### src/hw/temp_pkg.sv
// Purpose: shared constants and types for the temperature result back end
// Assumes: results arrive as signed 1/16 degree samples from the front end
// Notes:
// Operation
// - result high byte is whole degrees
// - low byte upper nibble sixteenths, low nibble zero
// - standard format clamps negatives to zero
// - extended format code zero means minus 64
// - filter levels average four or eight samples
// - remote result register holds filter output
// - limits compare against filtered remote value
// - filter level register, disabled after reset
// - fault comparator sampled during conversion sets flag
// - shorted diode reports minus 64 code
// - violation count field selects one to four
// - shutdown finishes current conversion then stops
// - shutdown clear converts continuously
// - registers stay accessible in shutdown
// - range change applies from next conversion
// - standard format saturates above 127 to 7Fh
// - extended byte is whole degrees plus 40h
// - one-shot write in shutdown runs one conversion
package temp_pkg;

    localparam int SAMPLE_W      = 16;            // signed, 1/16 degree per lsb
    localparam int FRAC_BITS     = 4;
    localparam int HIST_DEPTH    = 8;
    localparam logic [7:0] STD_MAX     = 8'h7F;
    localparam logic [7:0] EXT_OFFSET  = 8'h40;
    localparam logic [7:0] EXT_MAX     = 8'hFF;
    localparam logic [7:0] ZERO_BYTE   = 8'h00;
    localparam logic [3:0] LOW_NIBBLE  = 4'h0;
    localparam logic [1:0] FILT_OFF    = 2'h0;
    localparam logic [1:0] FILT_L1     = 2'h1;
    localparam logic [1:0] FILT_L2     = 2'h2;
    localparam logic [2:0] CNT_ONE     = 3'h0;
    localparam logic [2:0] CNT_TWO     = 3'h1;
    localparam logic [2:0] CNT_THREE   = 3'h3;
    localparam logic [2:0] CNT_FOUR    = 3'h7;
    localparam int STATUS_OPEN_BIT = 2;
    localparam int CFG_RANGE_BIT   = 2;
    localparam int CFG_SD_BIT      = 6;

    typedef struct packed {
        logic [7:0] whole;
        logic [7:0] frac;
    } result_t;

    typedef struct packed {
        logic                       valid;
        logic signed [SAMPLE_W-1:0] temp;
    } sample_t;

endpackage

### src/hw/temp_format.sv
// Purpose: converts a signed sixteenth degree value into the two result bytes
// Assumes: combinational, used for both channels
// Notes: range flag selects standard or offset extended binary
`timescale 1ns/10ps
module temp_format (
    // value in
    input  wire logic signed [temp_pkg::SAMPLE_W-1:0] temp,
    input  wire logic                                 extended,
    // formatted out
    output temp_pkg::result_t                         result
);
    logic signed [temp_pkg::SAMPLE_W-1:0] whole_s;
    logic signed [temp_pkg::SAMPLE_W-1:0] shifted;

    always_comb begin
        whole_s = temp >>> temp_pkg::FRAC_BITS;
        shifted = whole_s + $signed({{(temp_pkg::SAMPLE_W-8){1'b0}}, temp_pkg::EXT_OFFSET});
        result.frac = {temp[temp_pkg::FRAC_BITS-1:0], temp_pkg::LOW_NIBBLE};
        if (extended) begin
            if (shifted < 0) begin
                result.whole = temp_pkg::ZERO_BYTE;
                result.frac  = {temp_pkg::LOW_NIBBLE, temp_pkg::LOW_NIBBLE};
            end else if (shifted > $signed({{(temp_pkg::SAMPLE_W-8){1'b0}}, temp_pkg::EXT_MAX})) begin
                result.whole = temp_pkg::EXT_MAX;
            end else begin
                result.whole = shifted[7:0];
            end
        end else begin
            if (temp < 0) begin
                result.whole = temp_pkg::ZERO_BYTE;
                result.frac  = {temp_pkg::LOW_NIBBLE, temp_pkg::LOW_NIBBLE};
            end else if (whole_s > $signed({{(temp_pkg::SAMPLE_W-8){1'b0}}, temp_pkg::STD_MAX})) begin
                result.whole = temp_pkg::STD_MAX;
            end else begin
                result.whole = whole_s[7:0];
            end
        end
    end
endmodule

### src/hw/temp_avg.sv
// Purpose: moving average of the last four or eight remote samples
// Assumes: one sample per valid pulse
// Notes: fill count cleared on level change (history kept), window refills from new samples
`timescale 1ns/10ps
module temp_avg #(
    parameter int DEPTH = temp_pkg::HIST_DEPTH
) (
    // clock and reset
    input  wire logic                                 CLK_SYS,
    input  wire logic                                 RST_B,
    // control
    input  wire logic [1:0]                           level,
    // samples
    input  temp_pkg::sample_t                         sample,
    output logic signed [temp_pkg::SAMPLE_W-1:0]      avg
);
    logic signed [temp_pkg::SAMPLE_W-1:0] hist_r   [DEPTH];
    logic signed [temp_pkg::SAMPLE_W-1:0] hist_nxt [DEPTH];
    logic [3:0]                           fill_r;
    logic [3:0]                           fill_nxt;
    logic [1:0]                           level_r;
    logic signed [temp_pkg::SAMPLE_W+3:0] sum;
    logic [3:0]                           win;

    always_comb begin
        hist_nxt = hist_r;
        fill_nxt = fill_r;
        if (level != level_r) begin
            fill_nxt = 4'h0;
        end else if (sample.valid) begin
            for (int i = DEPTH-1; i > 0; i--) begin
                hist_nxt[i] = hist_r[i-1];
            end
            hist_nxt[0] = sample.temp;
            if (fill_r < 4'(DEPTH)) begin
                fill_nxt = fill_r + 4'h1;
            end
        end
    end

    always_comb begin
        win = (level == temp_pkg::FILT_L2) ? 4'h8 : 4'h4;
        if (fill_r < win) begin
            win = (fill_r == 4'h0) ? 4'h1 : fill_r;
        end
        sum = '0;
        for (int i = 0; i < DEPTH; i++) begin
            if (4'(i) < win) begin
                sum = sum + 20'(hist_r[i]);
            end
        end
        case (win)
            4'h8:    avg = 16'(sum >>> 3);
            4'h4:    avg = 16'(sum >>> 2);
            4'h2:    avg = 16'(sum >>> 1);
            4'h1:    avg = 16'(sum);
            default: avg = 16'(sum / $signed({16'h0, win}));
        endcase
    end

    always_ff @(posedge CLK_SYS or negedge RST_B) begin
        if (!RST_B) begin
            for (int i = 0; i < DEPTH; i++) begin
                hist_r[i] <= '0;
            end
            fill_r  <= 4'h0;
            level_r <= temp_pkg::FILT_OFF;
        end else begin
            hist_r  <= hist_nxt;
            fill_r  <= fill_nxt;
            level_r <= level;
        end
    end
endmodule

### src/hw/temp_result_filter_alert.sv
// Purpose: result formatting, remote filter, fault flag, alert count, conversion sequencing
// Assumes: front end converts on start pulse and returns both samples with done
// Notes: register access is outside; all control is plain ports
`timescale 1ns/10ps
module temp_result_filter_alert (
    // clock and reset
    input  wire logic                                 CLK_SYS,
    input  wire logic                                 RST_B,
    // configuration
    input  wire logic                                 POWER_DOWN_CTL,
    input  wire logic                                 RANGE_EXT,
    input  wire logic [1:0]                           FILTER_LEVEL,
    input  wire logic [2:0]                           VIOLATION_COUNT_SEL,
    input  wire logic                                 ONE_SHOT_WR,
    input  wire logic signed [temp_pkg::SAMPLE_W-1:0] ALERT_LIMIT,
    input  wire logic signed [temp_pkg::SAMPLE_W-1:0] OVERTEMP_LIMIT,
    input  wire logic                                 OPEN_FLAG_CLR,
    // front end
    output logic                                      CONV_START,
    output logic                                      FRONT_POWER_EN,
    input  wire logic                                 CONV_DONE,
    input  wire logic signed [temp_pkg::SAMPLE_W-1:0] LOCAL_SAMPLE,
    input  wire logic signed [temp_pkg::SAMPLE_W-1:0] REMOTE_SAMPLE,
    input  wire logic                                 DIODE_SHORT,
    input  wire logic                                 FAULT_CMP,
    // results and status
    output temp_pkg::result_t                         LOCAL_RESULT,
    output temp_pkg::result_t                         REMOTE_RESULT,
    output logic                                      OPEN_FLAG,
    output logic                                      ALERT_OUT,
    output logic                                      OVERTEMP_OUT,
    output logic                                      BUSY
);
    typedef enum logic [2:0] {
        ST_IDLE  = 3'b001,
        ST_START = 3'b010,
        ST_CONV  = 3'b100
    } conv_state_t;

    conv_state_t state_r, state_nxt;
    logic        oneshot_r, oneshot_nxt;
    logic        range_r, range_nxt;
    logic [2:0]  fault_sync_r;
    logic        open_r, open_nxt;
    logic [2:0]  viol_r, viol_nxt;
    logic        alert_r, alert_nxt;
    logic        otemp_r, otemp_nxt;
    logic        done_d_r, done_d_nxt;
    logic        ext_d_r, ext_d_nxt;
    temp_pkg::result_t local_r, local_nxt;
    temp_pkg::result_t remote_r, remote_nxt;
    logic signed [temp_pkg::SAMPLE_W-1:0] local_d_r, local_d_nxt;
    logic signed [temp_pkg::SAMPLE_W-1:0] remote_raw;
    logic signed [temp_pkg::SAMPLE_W-1:0] remote_avg;
    logic signed [temp_pkg::SAMPLE_W-1:0] remote_filt;
    logic signed [temp_pkg::SAMPLE_W-1:0] remote_hold_r, remote_hold_nxt;
    temp_pkg::sample_t  filt_in;
    temp_pkg::result_t  local_fmt;
    temp_pkg::result_t  remote_fmt;
    logic               fault_seen;
    logic               violated;

    // count field to required run length minus one
    function automatic logic [2:0] need_count(input logic [2:0] sel);
        case (sel)
            temp_pkg::CNT_ONE:   need_count = 3'h0;
            temp_pkg::CNT_TWO:   need_count = 3'h1;
            temp_pkg::CNT_THREE: need_count = 3'h2;
            temp_pkg::CNT_FOUR:  need_count = 3'h3;
            default:             need_count = 3'h0;
        endcase
    endfunction

    // shorted diode forces the lowest extended code
    localparam logic signed [temp_pkg::SAMPLE_W-1:0] SHORT_TEMP = -16'sd1024;

    assign remote_raw = DIODE_SHORT ? SHORT_TEMP : REMOTE_SAMPLE;
    assign filt_in    = '{valid: CONV_DONE && (state_r == ST_CONV), temp: remote_raw};

    temp_avg #(
        .DEPTH (temp_pkg::HIST_DEPTH)
    ) u_avg (
        .CLK_SYS (CLK_SYS),
        .RST_B   (RST_B),
        .level   (FILTER_LEVEL),
        .sample  (filt_in),
        .avg     (remote_avg)
    );

    // filtered value valid the cycle after done, once history has the sample
    // bypass reads the held raw sample directly so the net follows it
    assign remote_filt = (FILTER_LEVEL == temp_pkg::FILT_OFF) ? remote_hold_r : remote_avg;

    temp_format u_fmt_local (
        .temp     (local_d_r),
        .extended (ext_d_r),
        .result   (local_fmt)
    );

    temp_format u_fmt_remote (
        .temp     (remote_filt),
        .extended (ext_d_r),
        .result   (remote_fmt)
    );

    assign fault_seen = fault_sync_r[1] && fault_sync_r[2];
    assign violated   = remote_filt > ALERT_LIMIT;

    // conversion sequencing
    always_comb begin
        state_nxt   = state_r;
        oneshot_nxt = oneshot_r;
        range_nxt   = range_r;
        if (ONE_SHOT_WR && POWER_DOWN_CTL && state_r == ST_IDLE) begin
            oneshot_nxt = 1'b1;
        end
        case (state_r)
            ST_IDLE: begin
                if (!POWER_DOWN_CTL || oneshot_r) begin
                    state_nxt = ST_START;
                end
            end
            ST_START: begin
                range_nxt   = RANGE_EXT;
                oneshot_nxt = 1'b0;
                state_nxt   = ST_CONV;
            end
            ST_CONV: begin
                if (CONV_DONE) begin
                    // shutdown only acts at the conversion boundary
                    state_nxt = POWER_DOWN_CTL ? ST_IDLE : ST_START;
                end
            end
            default: state_nxt = ST_IDLE;
        endcase
    end

    // result, fault and limit logic
    always_comb begin
        done_d_nxt      = filt_in.valid;
        ext_d_nxt       = ext_d_r;
        local_d_nxt     = local_d_r;
        remote_hold_nxt = remote_hold_r;
        local_nxt       = local_r;
        remote_nxt      = remote_r;
        open_nxt        = open_r;
        viol_nxt        = viol_r;
        alert_nxt       = alert_r;
        otemp_nxt       = otemp_r;
        if (OPEN_FLAG_CLR) begin
            open_nxt = 1'b0;
        end
        if (state_r == ST_CONV && fault_seen) begin
            open_nxt = 1'b1;
        end
        if (filt_in.valid) begin
            local_d_nxt     = LOCAL_SAMPLE;
            remote_hold_nxt = remote_raw;
            ext_d_nxt       = range_r;
        end
        if (done_d_r) begin
            local_nxt  = local_fmt;
            remote_nxt = remote_fmt;
            otemp_nxt  = remote_filt > OVERTEMP_LIMIT;
            if (violated) begin
                if (viol_r >= need_count(VIOLATION_COUNT_SEL)) begin
                    alert_nxt = 1'b1;
                end else begin
                    viol_nxt = viol_r + 3'h1;
                end
            end else begin
                viol_nxt  = 3'h0;
                alert_nxt = 1'b0;
            end
        end
    end

    always_ff @(posedge CLK_SYS or negedge RST_B) begin
        if (!RST_B) begin
            state_r       <= ST_IDLE;
            oneshot_r     <= 1'b0;
            range_r       <= 1'b0;
            fault_sync_r  <= 3'h0;
            open_r        <= 1'b0;
            viol_r        <= 3'h0;
            alert_r       <= 1'b0;
            otemp_r       <= 1'b0;
            done_d_r      <= 1'b0;
            ext_d_r       <= 1'b0;
            local_d_r     <= '0;
            remote_hold_r <= '0;
            local_r       <= '0;
            remote_r      <= '0;
        end else begin
            state_r       <= state_nxt;
            oneshot_r     <= oneshot_nxt;
            range_r       <= range_nxt;
            fault_sync_r  <= {fault_sync_r[1:0], FAULT_CMP};
            open_r        <= open_nxt;
            viol_r        <= viol_nxt;
            alert_r       <= alert_nxt;
            otemp_r       <= otemp_nxt;
            done_d_r      <= done_d_nxt;
            ext_d_r       <= ext_d_nxt;
            local_d_r     <= local_d_nxt;
            remote_hold_r <= remote_hold_nxt;
            local_r       <= local_nxt;
            remote_r      <= remote_nxt;
        end
    end

    // front end powered only while converting; results stay readable
    assign CONV_START     = (state_r == ST_START);
    assign FRONT_POWER_EN = (state_r != ST_IDLE);
    assign BUSY           = (state_r != ST_IDLE);
    assign LOCAL_RESULT   = local_r;
    assign REMOTE_RESULT  = remote_r;
    assign OPEN_FLAG      = open_r;
    assign ALERT_OUT      = alert_r;
    assign OVERTEMP_OUT   = otemp_r;
endmodule

### config.mk
export PLATFORM = sky130hd
export DESIGN_NAME = temp_result_filter_alert
export DESIGN_NICKNAME = d
export VERILOG_FILES = /design/src/hw/temp_pkg.sv /design/src/hw/temp_format.sv /design/src/hw/temp_avg.sv /design/src/hw/temp_result_filter_alert.sv
export SDC_FILE = /design/constraint.sdc
export NUM_CORES = 1
export LEC_CHECK = 0
export ABC_CLOCK_PERIOD_IN_PS = 57700
export BUFFER_PORTS_ARGS = -buffer_cell sky130_fd_sc_hd__buf_2
export CELL_PAD_IN_SITES_DETAIL_PLACEMENT = 1
export CELL_PAD_IN_SITES_GLOBAL_PLACEMENT = 1
export CORE_MARGIN = 1.5
export CORE_UTILIZATION = 48
export DETAILED_ROUTE_END_ITERATION = 16
export GPL_TIMING_DRIVEN = 0
export PLACE_DENSITY = 0.92
export SYNTH_ARGS = -nofsm -noshare
export SYNTH_HDL_FRONTEND = slang
export SYNTH_SLANG_ARGS = --single-unit
### constraint.sdc
create_clock -name CLK_SYS -period 57.7 [get_ports CLK_SYS]
set_clock_uncertainty 0.1 [all_clocks]
set_input_delay 8.655 -clock CLK_SYS [delete_from_list [all_inputs] [get_ports CLK_SYS]]
set_output_delay 8.655 -clock CLK_SYS [all_outputs]
set_load 0.005 [all_outputs]
==> results.md, run 1 <==
- Run status: did not finish
- Fail Step: global routing
- Error: [ERROR GRT-0232] Routing congestion too high. Check the congestion heatmap in the GUI.
- Synth Area in Adders: 11.58%
- Initial Util: 48.66%
- Grt total ovfl: 536
- Post-Synthesis Cells: 3978
- Top FF cell, synth: dfrtp_1
- Hold_buf cts: 0
- GRT Total Usage: 81.42%
- Largest net degree at the start of global routing: 119
- Input/output buffers: 107
- Xor and xnor fraction of the mapped netlist area: 5.483%
- Most frequent cells after synthesis: nand2_1, nor2_1, a21oi_1
- Die Y: 247.8 um
- GRT worst endpoint: viol_r[0]$_DFFE_PN0P_/D
- Largest family of logic cells by synthesized area: compound AO/OA/AOI/OAI gates
- Hpwl dp: 99270 um
- Synth top area share: 17.83%
- Mean cell area of the mapped netlist: 7.233 um2
- Ports: 116
- # placed instances: 4866
- Final GP Congestion: 1.020
- Num CTS Buffers: 25
- Synth Warn #: 0
- Clk buf depth: 3
- Post-synthesis mux area share: 2.213%
- Post-synthesis compound-gate area fraction: 29.47%
- Number of synthesized flops with an enable pin: 0
- Clk root buf: clkbuf_16
- Synth area leaders: dfrtp_1, ha_1, nand2_1
- Sequential-to-total area share from yosys stat: 17.92%
- Simple logic cell fraction of the synthesized area: 28.34%
- Synth cell types: 145
- Seq cells post-synth: 206
- Syn Std Cell Area: 28770 um2
- CTS H-tree lvls: 1
- Die W: 247.8 um
- Yosys top cell by area: dfrtp_1
- # clock sinks: 206
- Most numerous cell in the Yosys netlist: nand2_1
- Row cnt: 89
- Worst_ep kind: register data pin
- Ys async rst share: 100.0%
per-stage QoR:
step	util [%]	setup slack (ns)	instance area (um2)
CTS	58.54	0.0003588	34620
detailed placement	51.98	-11.87	30740
global placement	51.92	-9.941	30700
floorplan	-	0.003237	29200
metal layers:
layer | GRT usage, % | overflow
met5 | 44.36 | 5
met4 | 81.16 | 200
met3 | 71.25 | 26
met2 | 94.40 | 290
met1 | 80.33 | 15
kinds of logic after synthesis:
logic type,after synthesis
simple gates,1730
xor+xnor,177
other cells,1
flops,206
compound gates,1219
buf+inv,324
fa+ha+maj,262
mux,59
what timing repair did:
item,CTS
pin swaps,181
buffers inserted,231
endpoints found under the setup margin,17
gates resized for setup,296
==> inputs of run 2 (changes only) <==
--- a/config.mk
+++ b/config.mk
@@ -7,13 +7,11 @@
 export LEC_CHECK = 0
 export ABC_CLOCK_PERIOD_IN_PS = 57700
 export BUFFER_PORTS_ARGS = -buffer_cell sky130_fd_sc_hd__buf_2
-export CELL_PAD_IN_SITES_DETAIL_PLACEMENT = 1
-export CELL_PAD_IN_SITES_GLOBAL_PLACEMENT = 1
 export CORE_MARGIN = 1.5
-export CORE_UTILIZATION = 48
+export CORE_UTILIZATION = 40
 export DETAILED_ROUTE_END_ITERATION = 16
 export GPL_TIMING_DRIVEN = 0
-export PLACE_DENSITY = 0.92
+export PLACE_DENSITY_LB_ADDON = 0.15
 export SYNTH_ARGS = -nofsm -noshare
 export SYNTH_HDL_FRONTEND = slang
 export SYNTH_SLANG_ARGS = --single-unit
==> run 2 against run 1 <==
The run now ends clean. Synthesized cell count unchanged. Area after synthesis did not move.
==> results.md, run 2 <==
- Seq cells post-synth: 206
- Non-Filler Instances: 5427
- Final GP Congestion: 1.000
- GR met1 Demand/Resource: 43.47%
- Most frequent cells after synthesis: nand2_1, nor2_1, a21oi_1
- DRT iter0 DRCs: 3037
- Cell at the slowest stage of the critical path: a22oi_1
- Worst slew margin: 3.619%
- Final layout net count: 4797
- Endpoints failing setup: 0
- Synth area leaders: dfrtp_1, ha_1, nand2_1
- DR vias: 33.02k
- Period utilization: 99.77%
- Clk root buf: clkbuf_16
- Ports: 116
- Syn Std Cell Area: 28770 um2
- First-pass GRT wire length: 179900 um
- Synth cell types: 145
- Req. time, crit path: 58.04 ns
- Share of layout cells above drive strength 1: 24.38%
- Sequential-to-total area share from yosys stat: 17.92%
- Most frequent cells in the layout: nand2_1, buf_4, nor2_1, dfrtp_1, a21oi_1
- Fin. Hold Viols: 0
- Post-Synthesis Cells: 3978
- Worst-path fanout max: 8
- Run status: finished clean
- Post-route minimum period: 57.57 ns
- Post-route worst setup slack: 0.1349 ns
- Synth top area share: 17.83%
- Largest net degree at the start of global routing: 111
- Grt total ovfl: 0
- Core region area: 71360 um2
- Drt wl/cell: 22.37 um
- Input/output buffers: 107
- Num CTS Buffers: 26
- Die Y: 271.2 um
- Met2 usage: 49.46%
- # placed instances: 5043
- Commonest non-fill, non-tap cell in the layout: nand2_1
- Clk buf depth: 3
- Drt pass-1 iters: 6
- Top FF cell, synth: dfrtp_1
- Mean cell area of the mapped netlist: 7.233 um2
- Largest family of logic cells by synthesized area: compound AO/OA/AOI/OAI gates
- # clock sinks: 206
- CP Launch Type: input port
- Synth Warn #: 0
- Die area: 73550 um2
- Vias in the first global route: 30.19k
- Top delay family on crit path: compound AO/OA/AOI/OAI gates
- Biggest register: u_avg.hist_r
- ANT nets after route: 0
- Hold_buf cts: 0
- CP endpoint kind: register
- Crit path largest cell delay: 0.66 ns
- CP most frequent cell: o21a_1
- Yosys top cell by area: dfrtp_1
- Worst-path clk slew: 0.06 ns
- Most numerous cell in the Yosys netlist: nand2_1
- Max cap viols: 0
- Max-slew violations: 0
- Top flop regs: u_avg.hist_r (128), local_d_r (16), remote_hold_r (16)
- Vias per cell: 6.085
- CTS tree: built
- CTS H-tree lvls: 1
- Worst EP arrival: 57.90 ns
- Number of synthesized flops with an enable pin: 0
- Xor and xnor fraction of the mapped netlist area: 5.483%
- RSZ-0062 raised after global routing: true
- Hpwl dp: 91670 um
- Synth Area in Adders: 11.58%
- Row cnt: 98
- Most Used Layer, Global Route: met2
- Place WS: -10.70 ns
- Post-synthesis mux area share: 2.213%
- Achievable Freq: 17.37 MHz
- Die W: 271.2 um
- Initial Util: 40.32%
- DRC: 0
- Clk_lat worst skew: 0.59 ns
- Final wirelength: 121400 um
- Simple logic cell fraction of the synthesized area: 28.34%
- CP Buf/Inv Count: 26
- Met3 Usage GRT: 3.644%
- Syn-to-layout area delta: 27.76%
- Ys async rst share: 100.0%
- Initial antenna violation count: 4
- Hold Path Class: register to register
- Post-synthesis compound-gate area fraction: 29.47%
- Worst-Margin Slew: 1.444 ns
- Critical path class: input port to register
- GRT Total Usage: 30.98%
- Number of flip-flops in the largest register: 128
==> run 2: final timing paths <==
check / startpoint / end / slack (ns) / depth (start not counted)
hold reg to reg: fault_sync_r[0] / fault_sync_r[1] / 0.25 / 0
setup / recovery: FILTER_LEVEL[0] / viol_r[0] / 0.13 / 263
min in group asynchronous: RST_B / u_avg.hist_r[71] / 8.03 / 1
setup reg to reg: u_avg.fill_r[1] / viol_r[0] / 7.62 / 260
max in group asynchronous: RST_B / u_avg.hist_r[125] / 48.37 / 2
hold / removal: fault_sync_r[0] / fault_sync_r[1] / 0.25 / 0
==> run 2: logic make-up after synthesis <==
| family | after synthesis |
|---|---|
| mux | 59 |
| flops | 206 |
| simple gates | 1730 |
| xor+xnor | 177 |
| fa+ha+maj | 262 |
| other cells | 1 |
| compound gates | 1219 |
| buf+inv | 324 |
==> run 2: routing by layer <==
layer	part of all wire, %	wire (um)
met3	7.7	9320
met1	44	53200
met4	3.8	4674
met5	0.0091	11
met2	45	54220
==> run 2: repair_timing <==
action                                  in CTS  in global routing
endpoints found under the hold margin        0                  0
pin swaps                                  124                229
endpoints found under the setup margin      17                 17
setup buffers                              189                155
resized for setup                          216                297
==> run 2: worst register-to-register path, delay by kind of cell (launching register included) <==
family	cells	cell delay (ns)
adder cells (fa/ha/maj)	28	7.57
AO/OA/AOI/OAI	110	18.98
buffers and inverters	25	3.63
AND/OR/NAND/NOR	82	15.61
flip-flops	1	0.51
XOR/XNOR	8	1.66
multiplexers	7	1.92
==> run 2: area by class of cell <==
class	instances	area [um2]
Inverter	161	610.6
Antenna cell	2	5.005
Clock buffer	36	769.5
Sequential cell	206	5156
Clock inverter	10	98.84
Tap cell	950	1189
Fill cell	7087	34600
Timing Repair Buffer	452	3212
Buffer	155	865.8
Multi-Input combinational cell	3455	24860
==> run 2: metrics by stage <==
stage	hold WS, ns	TNS, ns	util, %	area, um2
after CTS	0.2550	0	48.01	34260
after floorplan	0.2312	0	-	29200
after detailed placement	0.2405	-175.82	43.38	30960
after global routing	0.2548	-24.81	51.51	36760
after global placement	0.2351	-176.16	43.33	30920
final	0.2519	0	51.51	36760
Power of run 2 is left out: the tool's default activity adds up to more than one toggle a clock period on the data nets, which glitch-free logic cannot reach.
